<file path="src/verilog/sdt_pkg.sv">
// constants shared by the synchronous display timing generator
package sdt_pkg;

  // ****************************************************************
  // register byte offsets
  // ****************************************************************
  localparam logic [7:0] ADDR_CTRL   = 8'h00;
  localparam logic [7:0] ADDR_HTOTAL = 8'h04;
  localparam logic [7:0] ADDR_HSYNC  = 8'h08;
  localparam logic [7:0] ADDR_HLEAD  = 8'h0c;
  localparam logic [7:0] ADDR_HACT   = 8'h10;
  localparam logic [7:0] ADDR_VTOTAL = 8'h14;
  localparam logic [7:0] ADDR_VSYNC  = 8'h18;
  localparam logic [7:0] ADDR_VLEAD  = 8'h1c;
  localparam logic [7:0] ADDR_VACT   = 8'h20;
  localparam logic [7:0] ADDR_CLKDIV = 8'h24;
  localparam logic [7:0] ADDR_EDGE   = 8'h28;
  localparam logic [7:0] ADDR_CTLOFS = 8'h2c;
  localparam logic [7:0] ADDR_STATUS = 8'h30;

  // ****************************************************************
  // field positions
  // ****************************************************************
  localparam int CTRL_EN_BIT   = 0;
  localparam int CTRL_MODE_LSB = 1;
  localparam int CTRL_TEAR_BIT = 4;
  localparam int STAT_UNDR_BIT = 31;
  localparam int STAT_ACT_BIT  = 30;
  localparam int STAT_V_LSB    = 16;

  // ****************************************************************
  // output data layouts
  // ****************************************************************
  typedef enum logic [2:0] {
    SDT_RGB16,
    SDT_RGB18,
    SDT_RGB24,
    SDT_YCC8,
    SDT_YCC16
  } sdt_mode_e;

  // ****************************************************************
  // reset values and response codes
  // ****************************************************************
  localparam logic [11:0] HTOTAL_RST = 12'h320;
  localparam logic [15:0] HSYNC_RST  = 16'h00c0;
  localparam logic [11:0] HLEAD_RST  = 12'h090;
  localparam logic [11:0] HACT_RST   = 12'h280;
  localparam logic [11:0] VTOTAL_RST = 12'h20d;
  localparam logic [15:0] VSYNC_RST  = 16'h0640;
  localparam logic [11:0] VLEAD_RST  = 12'h023;
  localparam logic [11:0] VACT_RST   = 12'h1e0;
  localparam logic [7:0]  DIV_RST    = 8'h01;
  localparam logic [7:0]  CPP_RST    = 8'h01;
  localparam logic [7:0]  FALL_RST   = 8'h01;
  localparam logic [7:0]  RISE_RST   = 8'h00;
  localparam logic [1:0]  RESP_OKAY  = 2'h0;
  localparam logic [1:0]  RESP_SLVERR = 2'h2;

endpackage

</file>
<file path="src/verilog/sdt_top.sv">
// display timing generator with pixel fifo and axi4-lite registers
//
// Function
// - rgb 16/18/24 bit placement on output bus
// - ycc8 alternates luma/chroma, ycc16 splits bytes
// - pixel clock, hsync aux2, vsync aux3, tear aux1
// - pixel spans clocks_per_pixel interface clocks
// - line length counted in interface clocks
// - hsync width in half base clocks
// - leading horizontal blank before active pixels
// - trailing horizontal blank fills rest of line
// - frame height counted in lines with blanking
// - vsync width in half base clocks
// - leading vertical blank lines before active
// - trailing vertical blank fills rest of frame
// - clock edges placed by fall/rise offsets
// - edge position is ceil of twice offset/divider
// - clock low fall minus rise, high rest
// - each control pin has own delay offset
//
// Decided for this implementation: register access over AXI4-Lite and the register addresses.
`timescale 1ns/100ps

// ****************************************************************
// pixel fifo
// ****************************************************************
module sdt_fifo #(
  parameter int WIDTH = 24,
  parameter int DEPTH = 4
) (
  // clock and reset
  input  wire logic             aclk,
  input  wire logic             aresetn,
  // fill side
  input  wire logic             in_valid,
  output logic                  in_ready,
  input  wire logic [WIDTH-1:0] in_data,
  // drain side
  output logic                  out_valid,
  input  wire logic             out_ready,
  output logic [WIDTH-1:0]      out_data
);
  localparam int AW = (DEPTH > 1) ? $clog2(DEPTH) : 1;
  localparam logic [AW:0] DEPTH_C = (AW+1)'(DEPTH);

  logic [WIDTH-1:0] mem_ff [DEPTH];
  logic [AW-1:0]    wr_ff;
  logic [AW-1:0]    rd_ff;
  logic [AW:0]      cnt_ff;
  logic [AW:0]      nxt_cnt;
  logic             push;
  logic             pop;

  assign push      = in_valid && in_ready;
  assign pop       = out_valid && out_ready;
  assign out_valid = cnt_ff != '0;
  assign out_data  = mem_ff[rd_ff];

  // occupancy; ready is registered so back-pressure reaches the source
  always_comb begin
    nxt_cnt = cnt_ff;
    if (push && !pop) begin
      nxt_cnt = cnt_ff + 1'b1;
    end else if (pop && !push) begin
      nxt_cnt = cnt_ff - 1'b1;
    end
  end

  always_ff @(posedge aclk) begin
    if (!aresetn) begin
      cnt_ff   <= '0;
      in_ready <= 1'b0;
    end else begin
      cnt_ff   <= nxt_cnt;
      in_ready <= nxt_cnt < DEPTH_C;
    end
  end

  // pointers wrap at depth
  always_ff @(posedge aclk) begin
    if (!aresetn) begin
      wr_ff <= '0;
      rd_ff <= '0;
    end else begin
      if (push) begin
        wr_ff <= (wr_ff == AW'(DEPTH-1)) ? '0 : wr_ff + 1'b1;
      end
      if (pop) begin
        rd_ff <= (rd_ff == AW'(DEPTH-1)) ? '0 : rd_ff + 1'b1;
      end
    end
  end

  always_ff @(posedge aclk) begin
    if (push) begin
      mem_ff[wr_ff] <= in_data;
    end
  end
endmodule

// ****************************************************************
// timing generator top
// ****************************************************************
module sdt_top #(
  parameter int FIFO_DEPTH = 4,
  parameter int OFS_MAX    = 16
) (
  // clock and reset
  input  wire logic        aclk,
  input  wire logic        aresetn,
  // axi4-lite write
  input  wire logic [7:0]  s_axi_awaddr,
  input  wire logic        s_axi_awvalid,
  output logic             s_axi_awready,
  input  wire logic [31:0] s_axi_wdata,
  input  wire logic [3:0]  s_axi_wstrb,
  input  wire logic        s_axi_wvalid,
  output logic             s_axi_wready,
  output logic [1:0]       s_axi_bresp,
  output logic             s_axi_bvalid,
  input  wire logic        s_axi_bready,
  // axi4-lite read
  input  wire logic [7:0]  s_axi_araddr,
  input  wire logic        s_axi_arvalid,
  output logic             s_axi_arready,
  output logic [31:0]      s_axi_rdata,
  output logic [1:0]       s_axi_rresp,
  output logic             s_axi_rvalid,
  input  wire logic        s_axi_rready,
  // pixel stream in
  input  wire logic        pix_valid,
  output logic             pix_ready,
  input  wire logic [23:0] pix_data,
  // display pins
  output logic [23:0]      pixel_out_bus,
  output logic             pixel_clock_out,
  output logic             aux_pin_one,
  output logic             aux_pin_two,
  output logic             aux_pin_three
);

  // ****************************************************************
  // registers
  // ****************************************************************
  logic                enable_ff;
  sdt_pkg::sdt_mode_e  mode_ff;
  logic                tear_en_ff;
  logic [11:0]         htotal_ff, hlead_ff, hact_ff;
  logic [11:0]         vtotal_ff, vlead_ff, vact_ff;
  logic [15:0]         hsync_w_ff, vsync_w_ff;
  logic [7:0]          div_ff, cpp_ff, fall_ofs_ff, rise_ofs_ff;
  logic [3:0]          ofs_ff [3];
  logic                underrun_ff;

  // timing state
  logic [8:0]  ph_ff;
  logic [11:0] h_ff, v_ff;
  logic [7:0]  comp_ff;
  logic [15:0] hs_cnt_ff, vs_cnt_ff;
  logic [2:0]  ctl_ff;

  // fifo head
  logic        fifo_valid;
  logic [23:0] fifo_data;
  logic        pop;

  // ****************************************************************
  // interface clock phase and edges
  // ****************************************************************
  logic [7:0]  div_eff, cpp_eff;
  logic [8:0]  per_w, fall_pos, rise_pos;
  logic [9:0]  num_fall, num_rise;
  logic        tick, line_end, frame_end, act_w, last_comp, pclk_raw;
  logic [12:0] h_stop, v_stop;

  assign div_eff = (div_ff == 8'h00) ? 8'h01 : div_ff;
  assign cpp_eff = (cpp_ff == 8'h00) ? 8'h01 : cpp_ff;
  // period counted in half base clocks, one aclk each
  assign per_w   = {div_eff, 1'b0};
  // edge slot rounds upward
  assign num_fall = {1'b0, fall_ofs_ff, 1'b0} + {2'h0, div_eff} - 10'h001;
  assign num_rise = {1'b0, rise_ofs_ff, 1'b0} + {2'h0, div_eff} - 10'h001;
  assign fall_pos = 9'(num_fall / {2'h0, div_eff});
  assign rise_pos = 9'(num_rise / {2'h0, div_eff});
  assign tick     = ph_ff == per_w - 9'h001;
  // low between rise and fall slot, high for the rest of the period
  assign pclk_raw = !(ph_ff >= rise_pos && ph_ff < fall_pos);

  // phase inside one interface clock
  always_ff @(posedge aclk) begin
    if (!aresetn || !enable_ff) begin
      ph_ff <= '0;
    end else begin
      ph_ff <= tick ? 9'h000 : ph_ff + 9'h001;
    end
  end

  // ****************************************************************
  // line and frame counters
  // ****************************************************************
  assign line_end  = tick && (h_ff >= htotal_ff - 12'h001);
  assign frame_end = line_end && (v_ff >= vtotal_ff - 12'h001);
  assign h_stop    = {1'b0, hlead_ff} + {1'b0, hact_ff};
  assign v_stop    = {1'b0, vlead_ff} + {1'b0, vact_ff};
  // trailing blank is whatever remains after lead plus active
  assign act_w = enable_ff
              && h_ff >= hlead_ff && {1'b0, h_ff} < h_stop
              && v_ff >= vlead_ff && {1'b0, v_ff} < v_stop;
  assign last_comp = comp_ff >= cpp_eff - 8'h01;

  always_ff @(posedge aclk) begin
    if (!aresetn || !enable_ff) begin
      h_ff <= '0;
      v_ff <= '0;
    end else if (tick) begin
      h_ff <= line_end ? 12'h000 : h_ff + 12'h001;
      if (frame_end) begin
        v_ff <= 12'h000;
      end else if (line_end) begin
        v_ff <= v_ff + 12'h001;
      end
    end
  end

  // component index within a pixel
  always_ff @(posedge aclk) begin
    if (!aresetn || !enable_ff) begin
      comp_ff <= '0;
    end else if (tick) begin
      comp_ff <= (!act_w || last_comp) ? 8'h00 : comp_ff + 8'h01;
    end
  end

  // one fifo word per pixel, popped on its last component
  assign pop = tick && act_w && last_comp && fifo_valid;

  // ****************************************************************
  // sync pulse widths, in aclk = half base clock
  // ****************************************************************
  always_ff @(posedge aclk) begin
    if (!aresetn || !enable_ff || line_end) begin
      hs_cnt_ff <= '0;
    end else if (hs_cnt_ff != 16'hffff) begin
      hs_cnt_ff <= hs_cnt_ff + 16'h0001;
    end
  end

  always_ff @(posedge aclk) begin
    if (!aresetn || !enable_ff || frame_end) begin
      vs_cnt_ff <= '0;
    end else if (vs_cnt_ff != 16'hffff) begin
      vs_cnt_ff <= vs_cnt_ff + 16'h0001;
    end
  end

  // raw controls: bit0 hsync, bit1 vsync, bit2 tear (vertical blank)
  assign ctl_ff[0] = enable_ff && hs_cnt_ff < hsync_w_ff;
  assign ctl_ff[1] = enable_ff && vs_cnt_ff < vsync_w_ff;
  assign ctl_ff[2] = enable_ff && tear_en_ff
                  && !(v_ff >= vlead_ff && {1'b0, v_ff} < v_stop);

  // ****************************************************************
  // per-pin control delay
  // ****************************************************************
  logic [OFS_MAX-2:0] line_ff [3];
  logic [2:0]         ctl_out_ff;

  for (genvar i = 0; i < 3; i++) begin : g_ctl
    always_ff @(posedge aclk) begin
      if (!aresetn) begin
        line_ff[i]    <= '0;
        ctl_out_ff[i] <= 1'b0;
      end else begin
        line_ff[i]    <= {line_ff[i][OFS_MAX-3:0], ctl_ff[i]};
        // each pin picks its own tap
        ctl_out_ff[i] <= (ofs_ff[i] == 4'h0) ? ctl_ff[i]
                         : line_ff[i][ofs_ff[i] - 4'h1];
      end
    end
  end

  // ****************************************************************
  // data mapping and pins
  // ****************************************************************
  function automatic logic [23:0] map_pix(sdt_pkg::sdt_mode_e m, logic [23:0] d, logic odd);
    case (m)
      sdt_pkg::SDT_RGB16: map_pix = {8'h00, d[23:19], d[15:10], d[7:3]};
      sdt_pkg::SDT_RGB18: map_pix = {6'h00, d[23:18], d[15:10], d[7:2]};
      sdt_pkg::SDT_YCC8:  map_pix = {16'h0000, odd ? d[15:8] : d[7:0]};
      sdt_pkg::SDT_YCC16: map_pix = {8'h00, d[15:8], d[7:0]};
      default:            map_pix = d;
    endcase
  endfunction

  // blanking or starved fifo shows zeros
  always_ff @(posedge aclk) begin
    if (!aresetn) begin
      pixel_out_bus <= '0;
    end else begin
      pixel_out_bus <= (act_w && fifo_valid)
                       ? map_pix(mode_ff, fifo_data, comp_ff[0]) : 24'h000000;
    end
  end

  always_ff @(posedge aclk) begin
    if (!aresetn) begin
      pixel_clock_out <= 1'b0;
      aux_pin_one     <= 1'b0;
      aux_pin_two     <= 1'b0;
      aux_pin_three   <= 1'b0;
    end else begin
      pixel_clock_out <= enable_ff && pclk_raw;
      aux_pin_one     <= ctl_out_ff[2];
      aux_pin_two     <= ctl_out_ff[0];
      aux_pin_three   <= ctl_out_ff[1];
    end
  end

  sdt_fifo #(
    .WIDTH (24),
    .DEPTH (FIFO_DEPTH)
  ) u_fifo (
    .aclk      (aclk),
    .aresetn   (aresetn),
    .in_valid  (pix_valid),
    .in_ready  (pix_ready),
    .in_data   (pix_data),
    .out_valid (fifo_valid),
    .out_ready (pop),
    .out_data  (fifo_data)
  );

  // ****************************************************************
  // axi4-lite slave
  // ****************************************************************
  logic        aw_hold_ff, w_hold_ff, do_wr, wr_hit;
  logic [7:0]  awaddr_ff;
  logic [31:0] wdata_ff, merged, cur_val;
  logic [3:0]  wstrb_ff;
  logic        clr_undr;

  function automatic logic [31:0] rd_val(logic [7:0] a);
    case (a)
      sdt_pkg::ADDR_CTRL:   rd_val = {27'h0, tear_en_ff, mode_ff, enable_ff};
      sdt_pkg::ADDR_HTOTAL: rd_val = {20'h0, htotal_ff};
      sdt_pkg::ADDR_HSYNC:  rd_val = {16'h0, hsync_w_ff};
      sdt_pkg::ADDR_HLEAD:  rd_val = {20'h0, hlead_ff};
      sdt_pkg::ADDR_HACT:   rd_val = {20'h0, hact_ff};
      sdt_pkg::ADDR_VTOTAL: rd_val = {20'h0, vtotal_ff};
      sdt_pkg::ADDR_VSYNC:  rd_val = {16'h0, vsync_w_ff};
      sdt_pkg::ADDR_VLEAD:  rd_val = {20'h0, vlead_ff};
      sdt_pkg::ADDR_VACT:   rd_val = {20'h0, vact_ff};
      sdt_pkg::ADDR_CLKDIV: rd_val = {16'h0, cpp_ff, div_ff};
      sdt_pkg::ADDR_EDGE:   rd_val = {16'h0, rise_ofs_ff, fall_ofs_ff};
      sdt_pkg::ADDR_CTLOFS: rd_val = {20'h0, ofs_ff[2], ofs_ff[1], ofs_ff[0]};
      sdt_pkg::ADDR_STATUS: rd_val = {underrun_ff, act_w, 2'h0, v_ff, 4'h0, h_ff};
      default:              rd_val = 32'h0;
    endcase
  endfunction

  function automatic logic mapped(logic [7:0] a);
    mapped = a[1:0] == 2'h0 && a <= sdt_pkg::ADDR_STATUS;
  endfunction

  assign do_wr  = aw_hold_ff && w_hold_ff && !s_axi_bvalid;
  assign wr_hit = do_wr && mapped(awaddr_ff);
  // byte lanes merge over the current contents
  assign cur_val = rd_val(awaddr_ff);
  for (genvar b = 0; b < 4; b++) begin : g_lane
    assign merged[8*b +: 8] = wstrb_ff[b] ? wdata_ff[8*b +: 8] : cur_val[8*b +: 8];
  end
  assign clr_undr = wr_hit && awaddr_ff == sdt_pkg::ADDR_STATUS
                 && wstrb_ff[3] && wdata_ff[sdt_pkg::STAT_UNDR_BIT];

  // address and data taken in either order, response after both
  always_ff @(posedge aclk) begin
    if (!aresetn) begin
      aw_hold_ff    <= 1'b0;
      w_hold_ff     <= 1'b0;
      s_axi_awready <= 1'b0;
      s_axi_wready  <= 1'b0;
      s_axi_bvalid  <= 1'b0;
      s_axi_bresp   <= sdt_pkg::RESP_OKAY;
      awaddr_ff     <= '0;
      wdata_ff      <= '0;
      wstrb_ff      <= '0;
    end else begin
      s_axi_awready <= !aw_hold_ff && !(s_axi_awvalid && s_axi_awready);
      s_axi_wready  <= !w_hold_ff && !(s_axi_wvalid && s_axi_wready);
      if (s_axi_awvalid && s_axi_awready) begin
        aw_hold_ff <= 1'b1;
        awaddr_ff  <= s_axi_awaddr;
      end
      if (s_axi_wvalid && s_axi_wready) begin
        w_hold_ff <= 1'b1;
        wdata_ff  <= s_axi_wdata;
        wstrb_ff  <= s_axi_wstrb;
      end
      if (do_wr) begin
        s_axi_bvalid <= 1'b1;
        s_axi_bresp  <= mapped(awaddr_ff) ? sdt_pkg::RESP_OKAY : sdt_pkg::RESP_SLVERR;
      end else if (s_axi_bvalid && s_axi_bready) begin
        s_axi_bvalid <= 1'b0;
        aw_hold_ff   <= 1'b0;
        w_hold_ff    <= 1'b0;
      end
    end
  end

  // register writes
  always_ff @(posedge aclk) begin
    if (!aresetn) begin
      enable_ff   <= 1'b0;
      mode_ff     <= sdt_pkg::SDT_RGB24;
      tear_en_ff  <= 1'b0;
      htotal_ff   <= sdt_pkg::HTOTAL_RST;
      hsync_w_ff  <= sdt_pkg::HSYNC_RST;
      hlead_ff    <= sdt_pkg::HLEAD_RST;
      hact_ff     <= sdt_pkg::HACT_RST;
      vtotal_ff   <= sdt_pkg::VTOTAL_RST;
      vsync_w_ff  <= sdt_pkg::VSYNC_RST;
      vlead_ff    <= sdt_pkg::VLEAD_RST;
      vact_ff     <= sdt_pkg::VACT_RST;
      div_ff      <= sdt_pkg::DIV_RST;
      cpp_ff      <= sdt_pkg::CPP_RST;
      fall_ofs_ff <= sdt_pkg::FALL_RST;
      rise_ofs_ff <= sdt_pkg::RISE_RST;
      ofs_ff      <= '{default: 4'h0};
    end else if (wr_hit) begin
      case (awaddr_ff)
        sdt_pkg::ADDR_CTRL: begin
          enable_ff  <= merged[sdt_pkg::CTRL_EN_BIT];
          mode_ff    <= sdt_pkg::sdt_mode_e'(merged[sdt_pkg::CTRL_MODE_LSB +: 3]);
          tear_en_ff <= merged[sdt_pkg::CTRL_TEAR_BIT];
        end
        sdt_pkg::ADDR_HTOTAL: htotal_ff  <= merged[11:0];
        sdt_pkg::ADDR_HSYNC:  hsync_w_ff <= merged[15:0];
        sdt_pkg::ADDR_HLEAD:  hlead_ff   <= merged[11:0];
        sdt_pkg::ADDR_HACT:   hact_ff    <= merged[11:0];
        sdt_pkg::ADDR_VTOTAL: vtotal_ff  <= merged[11:0];
        sdt_pkg::ADDR_VSYNC:  vsync_w_ff <= merged[15:0];
        sdt_pkg::ADDR_VLEAD:  vlead_ff   <= merged[11:0];
        sdt_pkg::ADDR_VACT:   vact_ff    <= merged[11:0];
        sdt_pkg::ADDR_CLKDIV: begin
          div_ff <= merged[7:0];
          cpp_ff <= merged[15:8];
        end
        sdt_pkg::ADDR_EDGE: begin
          fall_ofs_ff <= merged[7:0];
          rise_ofs_ff <= merged[15:8];
        end
        sdt_pkg::ADDR_CTLOFS: begin
          ofs_ff[0] <= merged[3:0];
          ofs_ff[1] <= merged[7:4];
          ofs_ff[2] <= merged[11:8];
        end
        default: ;
      endcase
    end
  end

  // starvation flag; a new event beats a clear in the same cycle
  always_ff @(posedge aclk) begin
    if (!aresetn) begin
      underrun_ff <= 1'b0;
    end else if (tick && act_w && !fifo_valid) begin
      underrun_ff <= 1'b1;
    end else if (clr_undr) begin
      underrun_ff <= 1'b0;
    end
  end

  // read channel, one cycle from address to data
  always_ff @(posedge aclk) begin
    if (!aresetn) begin
      s_axi_arready <= 1'b0;
      s_axi_rvalid  <= 1'b0;
      s_axi_rdata   <= '0;
      s_axi_rresp   <= sdt_pkg::RESP_OKAY;
    end else if (s_axi_arvalid && s_axi_arready) begin
      s_axi_arready <= 1'b0;
      s_axi_rvalid  <= 1'b1;
      s_axi_rdata   <= mapped(s_axi_araddr) ? rd_val(s_axi_araddr) : 32'h0;
      s_axi_rresp   <= mapped(s_axi_araddr) ? sdt_pkg::RESP_OKAY : sdt_pkg::RESP_SLVERR;
    end else if (s_axi_rvalid && s_axi_rready) begin
      s_axi_rvalid  <= 1'b0;
      s_axi_arready <= 1'b1;
    end else if (!s_axi_rvalid) begin
      s_axi_arready <= 1'b1;
    end
  end

  // ****************************************************************
  // checks
  // ****************************************************************
  h_wrap_a: assert property (@(posedge aclk) disable iff (!aresetn)
    line_end && enable_ff |=> h_ff == 12'h000)
    else $error("line counter did not wrap");
  v_step_a: assert property (@(posedge aclk) disable iff (!aresetn)
    line_end && !frame_end && enable_ff |=> v_ff == $past(v_ff) + 12'h001)
    else $error("line counter did not advance");
  blank_zero_a: assert property (@(posedge aclk) disable iff (!aresetn)
    !act_w |=> pixel_out_bus == 24'h000000)
    else $error("data driven during blanking");
  rgb16_map_a: assert property (@(posedge aclk) disable iff (!aresetn)
    act_w && fifo_valid && mode_ff == sdt_pkg::SDT_RGB16
    |=> pixel_out_bus[15:11] == $past(fifo_data[23:19]) && pixel_out_bus[23:16] == 8'h00)
    else $error("rgb16 red misplaced");
  ycc16_map_a: assert property (@(posedge aclk) disable iff (!aresetn)
    act_w && fifo_valid && mode_ff == sdt_pkg::SDT_YCC16
    |=> pixel_out_bus[15:8] == $past(fifo_data[15:8]))
    else $error("ycc16 luma misplaced");
  pop_last_a: assert property (@(posedge aclk) disable iff (!aresetn)
    pop |-> comp_ff == cpp_eff - 8'h01 && h_ff >= hlead_ff)
    else $error("pixel consumed before its last component");
  hs_width_a: assert property (@(posedge aclk) disable iff (!aresetn)
    line_end && enable_ff && hsync_w_ff == 16'h0002 |=> ctl_ff[0] ##1 ctl_ff[0] ##1 !ctl_ff[0])
    else $error("hsync width wrong");
  pclk_low_a: assert property (@(posedge aclk) disable iff (!aresetn)
    enable_ff && ph_ff >= rise_pos && ph_ff < fall_pos |=> !pixel_clock_out)
    else $error("pixel clock high inside low window");
endmodule

</file>
<file path="config.mk">
export PLATFORM = sky130hd
export DESIGN_NAME = sdt_top
export DESIGN_NICKNAME = d
export VERILOG_FILES = /design/src/verilog/sdt_pkg.sv /design/src/verilog/sdt_top.sv
export SDC_FILE = /design/constraint.sdc
export NUM_CORES = 1
export LEC_CHECK = 0
export ABC_CLOCK_PERIOD_IN_PS = 20200
export BUFFER_PORTS_ARGS = -buffer_cell sky130_fd_sc_hd__buf_2
export CAP_MARGIN = 20
export CORE_ASPECT_RATIO = 1.5
export CORE_MARGIN = 8
export CORE_UTILIZATION = 63
export DETAILED_ROUTE_END_ITERATION = 8
export PLACE_DENSITY_LB_ADDON = 0.25
export SLEW_MARGIN = 20
export SYNTH_ARGS = -nofsm -noshare
export SYNTH_HDL_FRONTEND = slang
export SYNTH_HIERARCHICAL = 1
export SYNTH_SLANG_ARGS = --single-unit
</file>
<file path="constraint.sdc">
create_clock -name aclk -period 20.2 [get_ports aclk]
set_input_delay 2.02 -clock aclk [delete_from_list [all_inputs] [get_ports aclk]]
set_output_delay 2.02 -clock aclk [all_outputs]
set_load 0.01 [all_outputs]
</file>
==> metrics.csv <==
stage,metric,value,unit
routing,drc,1,
placed_design,dp.final_hpwl,79.78,mm
power_and_ir_drop,power,0.006033,W
die,dieHeight,284.5,µm
cells_and_area,fill_cells,3635,
timing,finalCritPeriodShare,0.9440,
clocking,clk_latency,0.58,ns
cells_and_area,mostFrequentLayoutCells,"376 x dfxtp_1, 372 x nand2_1, 304 x ha_1, 253 x nor2_1, 203 x o21ai_0",
global_routing,grt_pass1_wl,160.1,mm
worst_setup_path,reg2reg_slack,1.13,ns
clocking,clockRootBuffer,clkbuf_16,
global_routing,track_usage,0.3704,
worst_setup_path,rr_endpoint,pixel_clock_out$_SDFF_PN0_,
timing,fmax,0.05244,GHz
timing,setup_viol,0,
worst_setup_path,arrival,19.55,ns
timing,slew_headroom,0.2146,
worst_setup_path,crit_fanout,11,
timing,fin_skew,0.03080,ns
cells_and_area,layout_commonest_cell,dfxtp_1,
yosys,synth-main-ff-cell,dfxtp_1,
cells_and_area,final_nets,3906,
yosys,netlist_area,0.03028,mm²
clocking,ctsHoldBuffers,0,
global_routing,grt_start_max_net_pins,93,
clocking,cts.clk_slew.worst_paths,0.06,ns
global_routing,overflow,0,
routing,via_count,27690,
cells_and_area,syn2layout_area_growth,9.682,%
worst_setup_path,startpoint,div_ff[1]$_SDFFE_PN0P_,
yosys,ys_top_cells_by_area,"dfxtp_1 25%, ha_1 13%, edfxtp_1 9.5%, nand2_1 4.6%, o21ai_0 3.4%",
placed_design,placedCellCount,4058,
worst_hold_path,holdPathEnd,aux_pin_two$_SDFF_PN0_,
timing,tns,0,ns
timing,holdWs,0.4365,ns
worst_setup_path,startpoint_type,register,
placed_design,place.gp.congestion,1.048,
timing,slew_violations,0,
timing,worstMarginPinSlew,1.178,ns
die,rows,98,
worst_setup_path,critPathKind,register to register,
die,initial_core_util,0.6364,
routing,viasPerCell,6.676,
timing,hold_violations,0,
worst_hold_path,min_path_cells,1,
worst_hold_path,min_from,ctl_out_ff[0]$_SDFF_PN0_,
die,die_x,195,µm
routing,wl_per_cell,25.54,µm
clocking,htree_levels,2,
yosys,ys_seq_elements,476,
yosys,synth_cells,3414,
cells_and_area,final_area,0.03321,mm²
yosys,synth_top_area_frac,0.2512,
outcome,violations,design-rule violations,
global_routing,grt_pass1_vias,27860,
clocking,cts_tree,done,
worst_setup_path,r2r_start,div_ff[1]$_SDFFE_PN0P_,
clocking,clockBufferDepth,3,
yosys,ys_seq_area_frac,0.3464,
power_and_ir_drop,worst_ir_drop_vdd,598.4,µV
worst_setup_path,path_common_cell,ha_1,
clocking,cts_buffers,45,
worst_setup_path,endpoint_kind,register,
yosys,synth_top_area_cell,dfxtp_1,
cells_and_area,fin_cells,4148,
placed_design,portBuffers,133,
die,die_area,0.05548,mm²
routing,postRouteAntennaNets,0,
yosys,ys_async_sr_fraction,0,
routing,drtIter0Drc,2521,
worst_setup_path,crit_slowest_cell,or3b_2,
placed_design,dpl_cell_area,0.03157,mm²
global_routing,grt_antenna_before_repair,2,
clocking,clock-sinks,476,
timing,finalCriticalPeriod,19.07,ns
cells_and_area,drive_gt1_frac,0.1147,
die,io_pins,154,
worst_setup_path,required,20.68,ns
yosys,synth_edf_count,96,
routing,drt_wl_total,106.0,mm
outcome,status,"finished, violations left",
routing,first_pass_iters,8,
yosys,syn_area_per_cell,8.869,µm²
yosys,synth.distinct_cells,89,
yosys,ys_warn_count,6,
power_and_ir_drop,power.density,181.7,mW/mm²
die,coreArea,0.04758,mm²
worst_setup_path,max_stage_delay,0.49,ns
worst_setup_path,rr_worst_depth,94,
worst_hold_path,holdCritPathClass,register to register,
job,max_cap_viol_count,0,
power_and_ir_drop,p_leak,13.82,nW
[metal layers]
metal | vias to the layer above | part of all wire | GRT usage
met5 | - | 0 | 0
met1 | 13100 | 0.33 | 0.3725
li1 | 12600 | - | -
met2 | 1455 | 0.49 | 0.6508
met3 | 540 | 0.076 | 0.06529
met4 | 0 | 0.10 | 0.3271
[repair_timing]
item	CTS	global route
buffers inserted	0	5
gates resized for setup	1	16
setup endpoints to repair	1	1
gates cloned	0	0
pin swaps	0	2
[layout make-up]
cell class | count | area (µm²) | share of cell area
multi-input combinational | 2601 | 18550 | 0.5587
sequential | 476 | 10500 | 0.3160
clock buffer | 55 | 1204 | 0.03624
timing repair buffer | 204 | 1200 | 0.03613
tap | 600 | 750.7 | 0.02260
inverter | 186 | 698.2 | 0.02102
clock inverter | 25 | 306.5 | 0.009230
antenna | 1 | 2.502 | 0.00007535
[synth_stat cells (17+ instances only)]
cell type	n
o21ai_0	205
a22o_1	33
clkbuf_1	123
and2_1	156
a221oi_1	28
a21oi_1	121
mux2i_1	23
inv_1	184
nand3b_1	17
a21o_1	66
o211ai_1	42
a211oi_1	20
mux2_2	37
nor2_1	264
nand4_1	39
edfxtp_1	96
and3_1	35
xnor2_1	71
a222oi_1	32
ha_1	304
a22oi_1	81
o21a_1	46
nor3_1	81
nand2b_1	35
nand3_1	64
mux4_2	31
a21boi_0	49
dfxtp_1	380
o211a_1	27
nor2b_1	26
xor2_1	86
nand2_1	373
[state kept, by name (all words and copies together) (netlist names), 9 cells and up, named ones only]
| name | flops |
|---|---|
| wdata_ff | 17 |
| ofs_ff | 12 |
| s_axi_rdata | 30 |
| vact_ff | 12 |
| vs_cnt_ff | 16 |
| vlead_ff | 12 |
| hact_ff | 12 |
| vtotal_ff | 12 |
| ph_ff | 9 |
| line_ff | 45 |
| vsync_w_ff | 16 |
| hlead_ff | 12 |
| h_ff | 12 |
| hsync_w_ff | 16 |
| pixel_out_bus | 24 |
| v_ff | 12 |
| hs_cnt_ff | 16 |
| u_fifo/mem_ff | 96 |
| htotal_ff | 12 |
[worst max-delay path, delay by kind of cell, from the launching register on]
family | cells | cell delay, ns
flip-flops | 1 | 0.44
adder cells (fa/ha/maj) | 14 | 4.25
AND/OR/NAND/NOR | 21 | 3.17
AO/OA/AOI/OAI | 45 | 8.98
buffers and inverters | 10 | 1.41
XOR/XNOR | 1 | 0.16
multiplexers | 3 | 0.59
[kinds of logic (layout without fill, tap and decap cells)]
| kind of cell | count (synthesis) | after routing | share of synthesized area |
|---|---|---|---|
| other cells | 1 | 5 | 0.0001238 |
| simple gates | 1174 | 1174 | 0.1888 |
| xor+xnor | 157 | 157 | 0.04541 |
| compound gates | 861 | 861 | 0.1968 |
| flops | 476 | 476 | 0.3464 |
| mux | 97 | 97 | 0.04888 |
| buf+inv | 340 | 470 | 0.04529 |
| fa+ha+maj | 308 | 308 | 0.1283 |
[power breakdown]
part | switching [W] | total [W] | internal, W
Combinational | 0.00228 | 0.00417 | 0.00189
Sequential | 0.00000734 | 0.000985 | 0.000977
Clock | 0.000383 | 0.000876 | 0.000493
[how the worst max path moves through the flow]
| stage | to | slack, ns | cells past startpoint |
|---|---|---|---|
| 6_report | pixel_clock_out$_SDFF_PN0_ | 1.13 | 94 |
| 3_5_place_dp | pixel_clock_out$_SDFF_PN0_ | 0.08 | 91 |
| 5_1_grt | pixel_clock_out$_SDFF_PN0_ | -0.008 | 96 |
| 2_1_floorplan | pixel_clock_out$_SDFF_PN0_ | 2.17 | 94 |
| 4_1_cts | pixel_clock_out$_SDFF_PN0_ | 0.12 | 91 |
| 3_3_place_gp | pixel_clock_out$_SDFF_PN0_ | 0.60 | 92 |
[stage by stage]
step,worst slack [ns],util
after floorplan,2.172,-
after global placement,0.5977,0.6633
after detailed placement,0.07991,0.6635
after CTS,0.1222,0.6954
after global routing,-0.007667,0.6981
final,1.130,0.6981
Note: power is estimated with default switching activity, not from simulation.
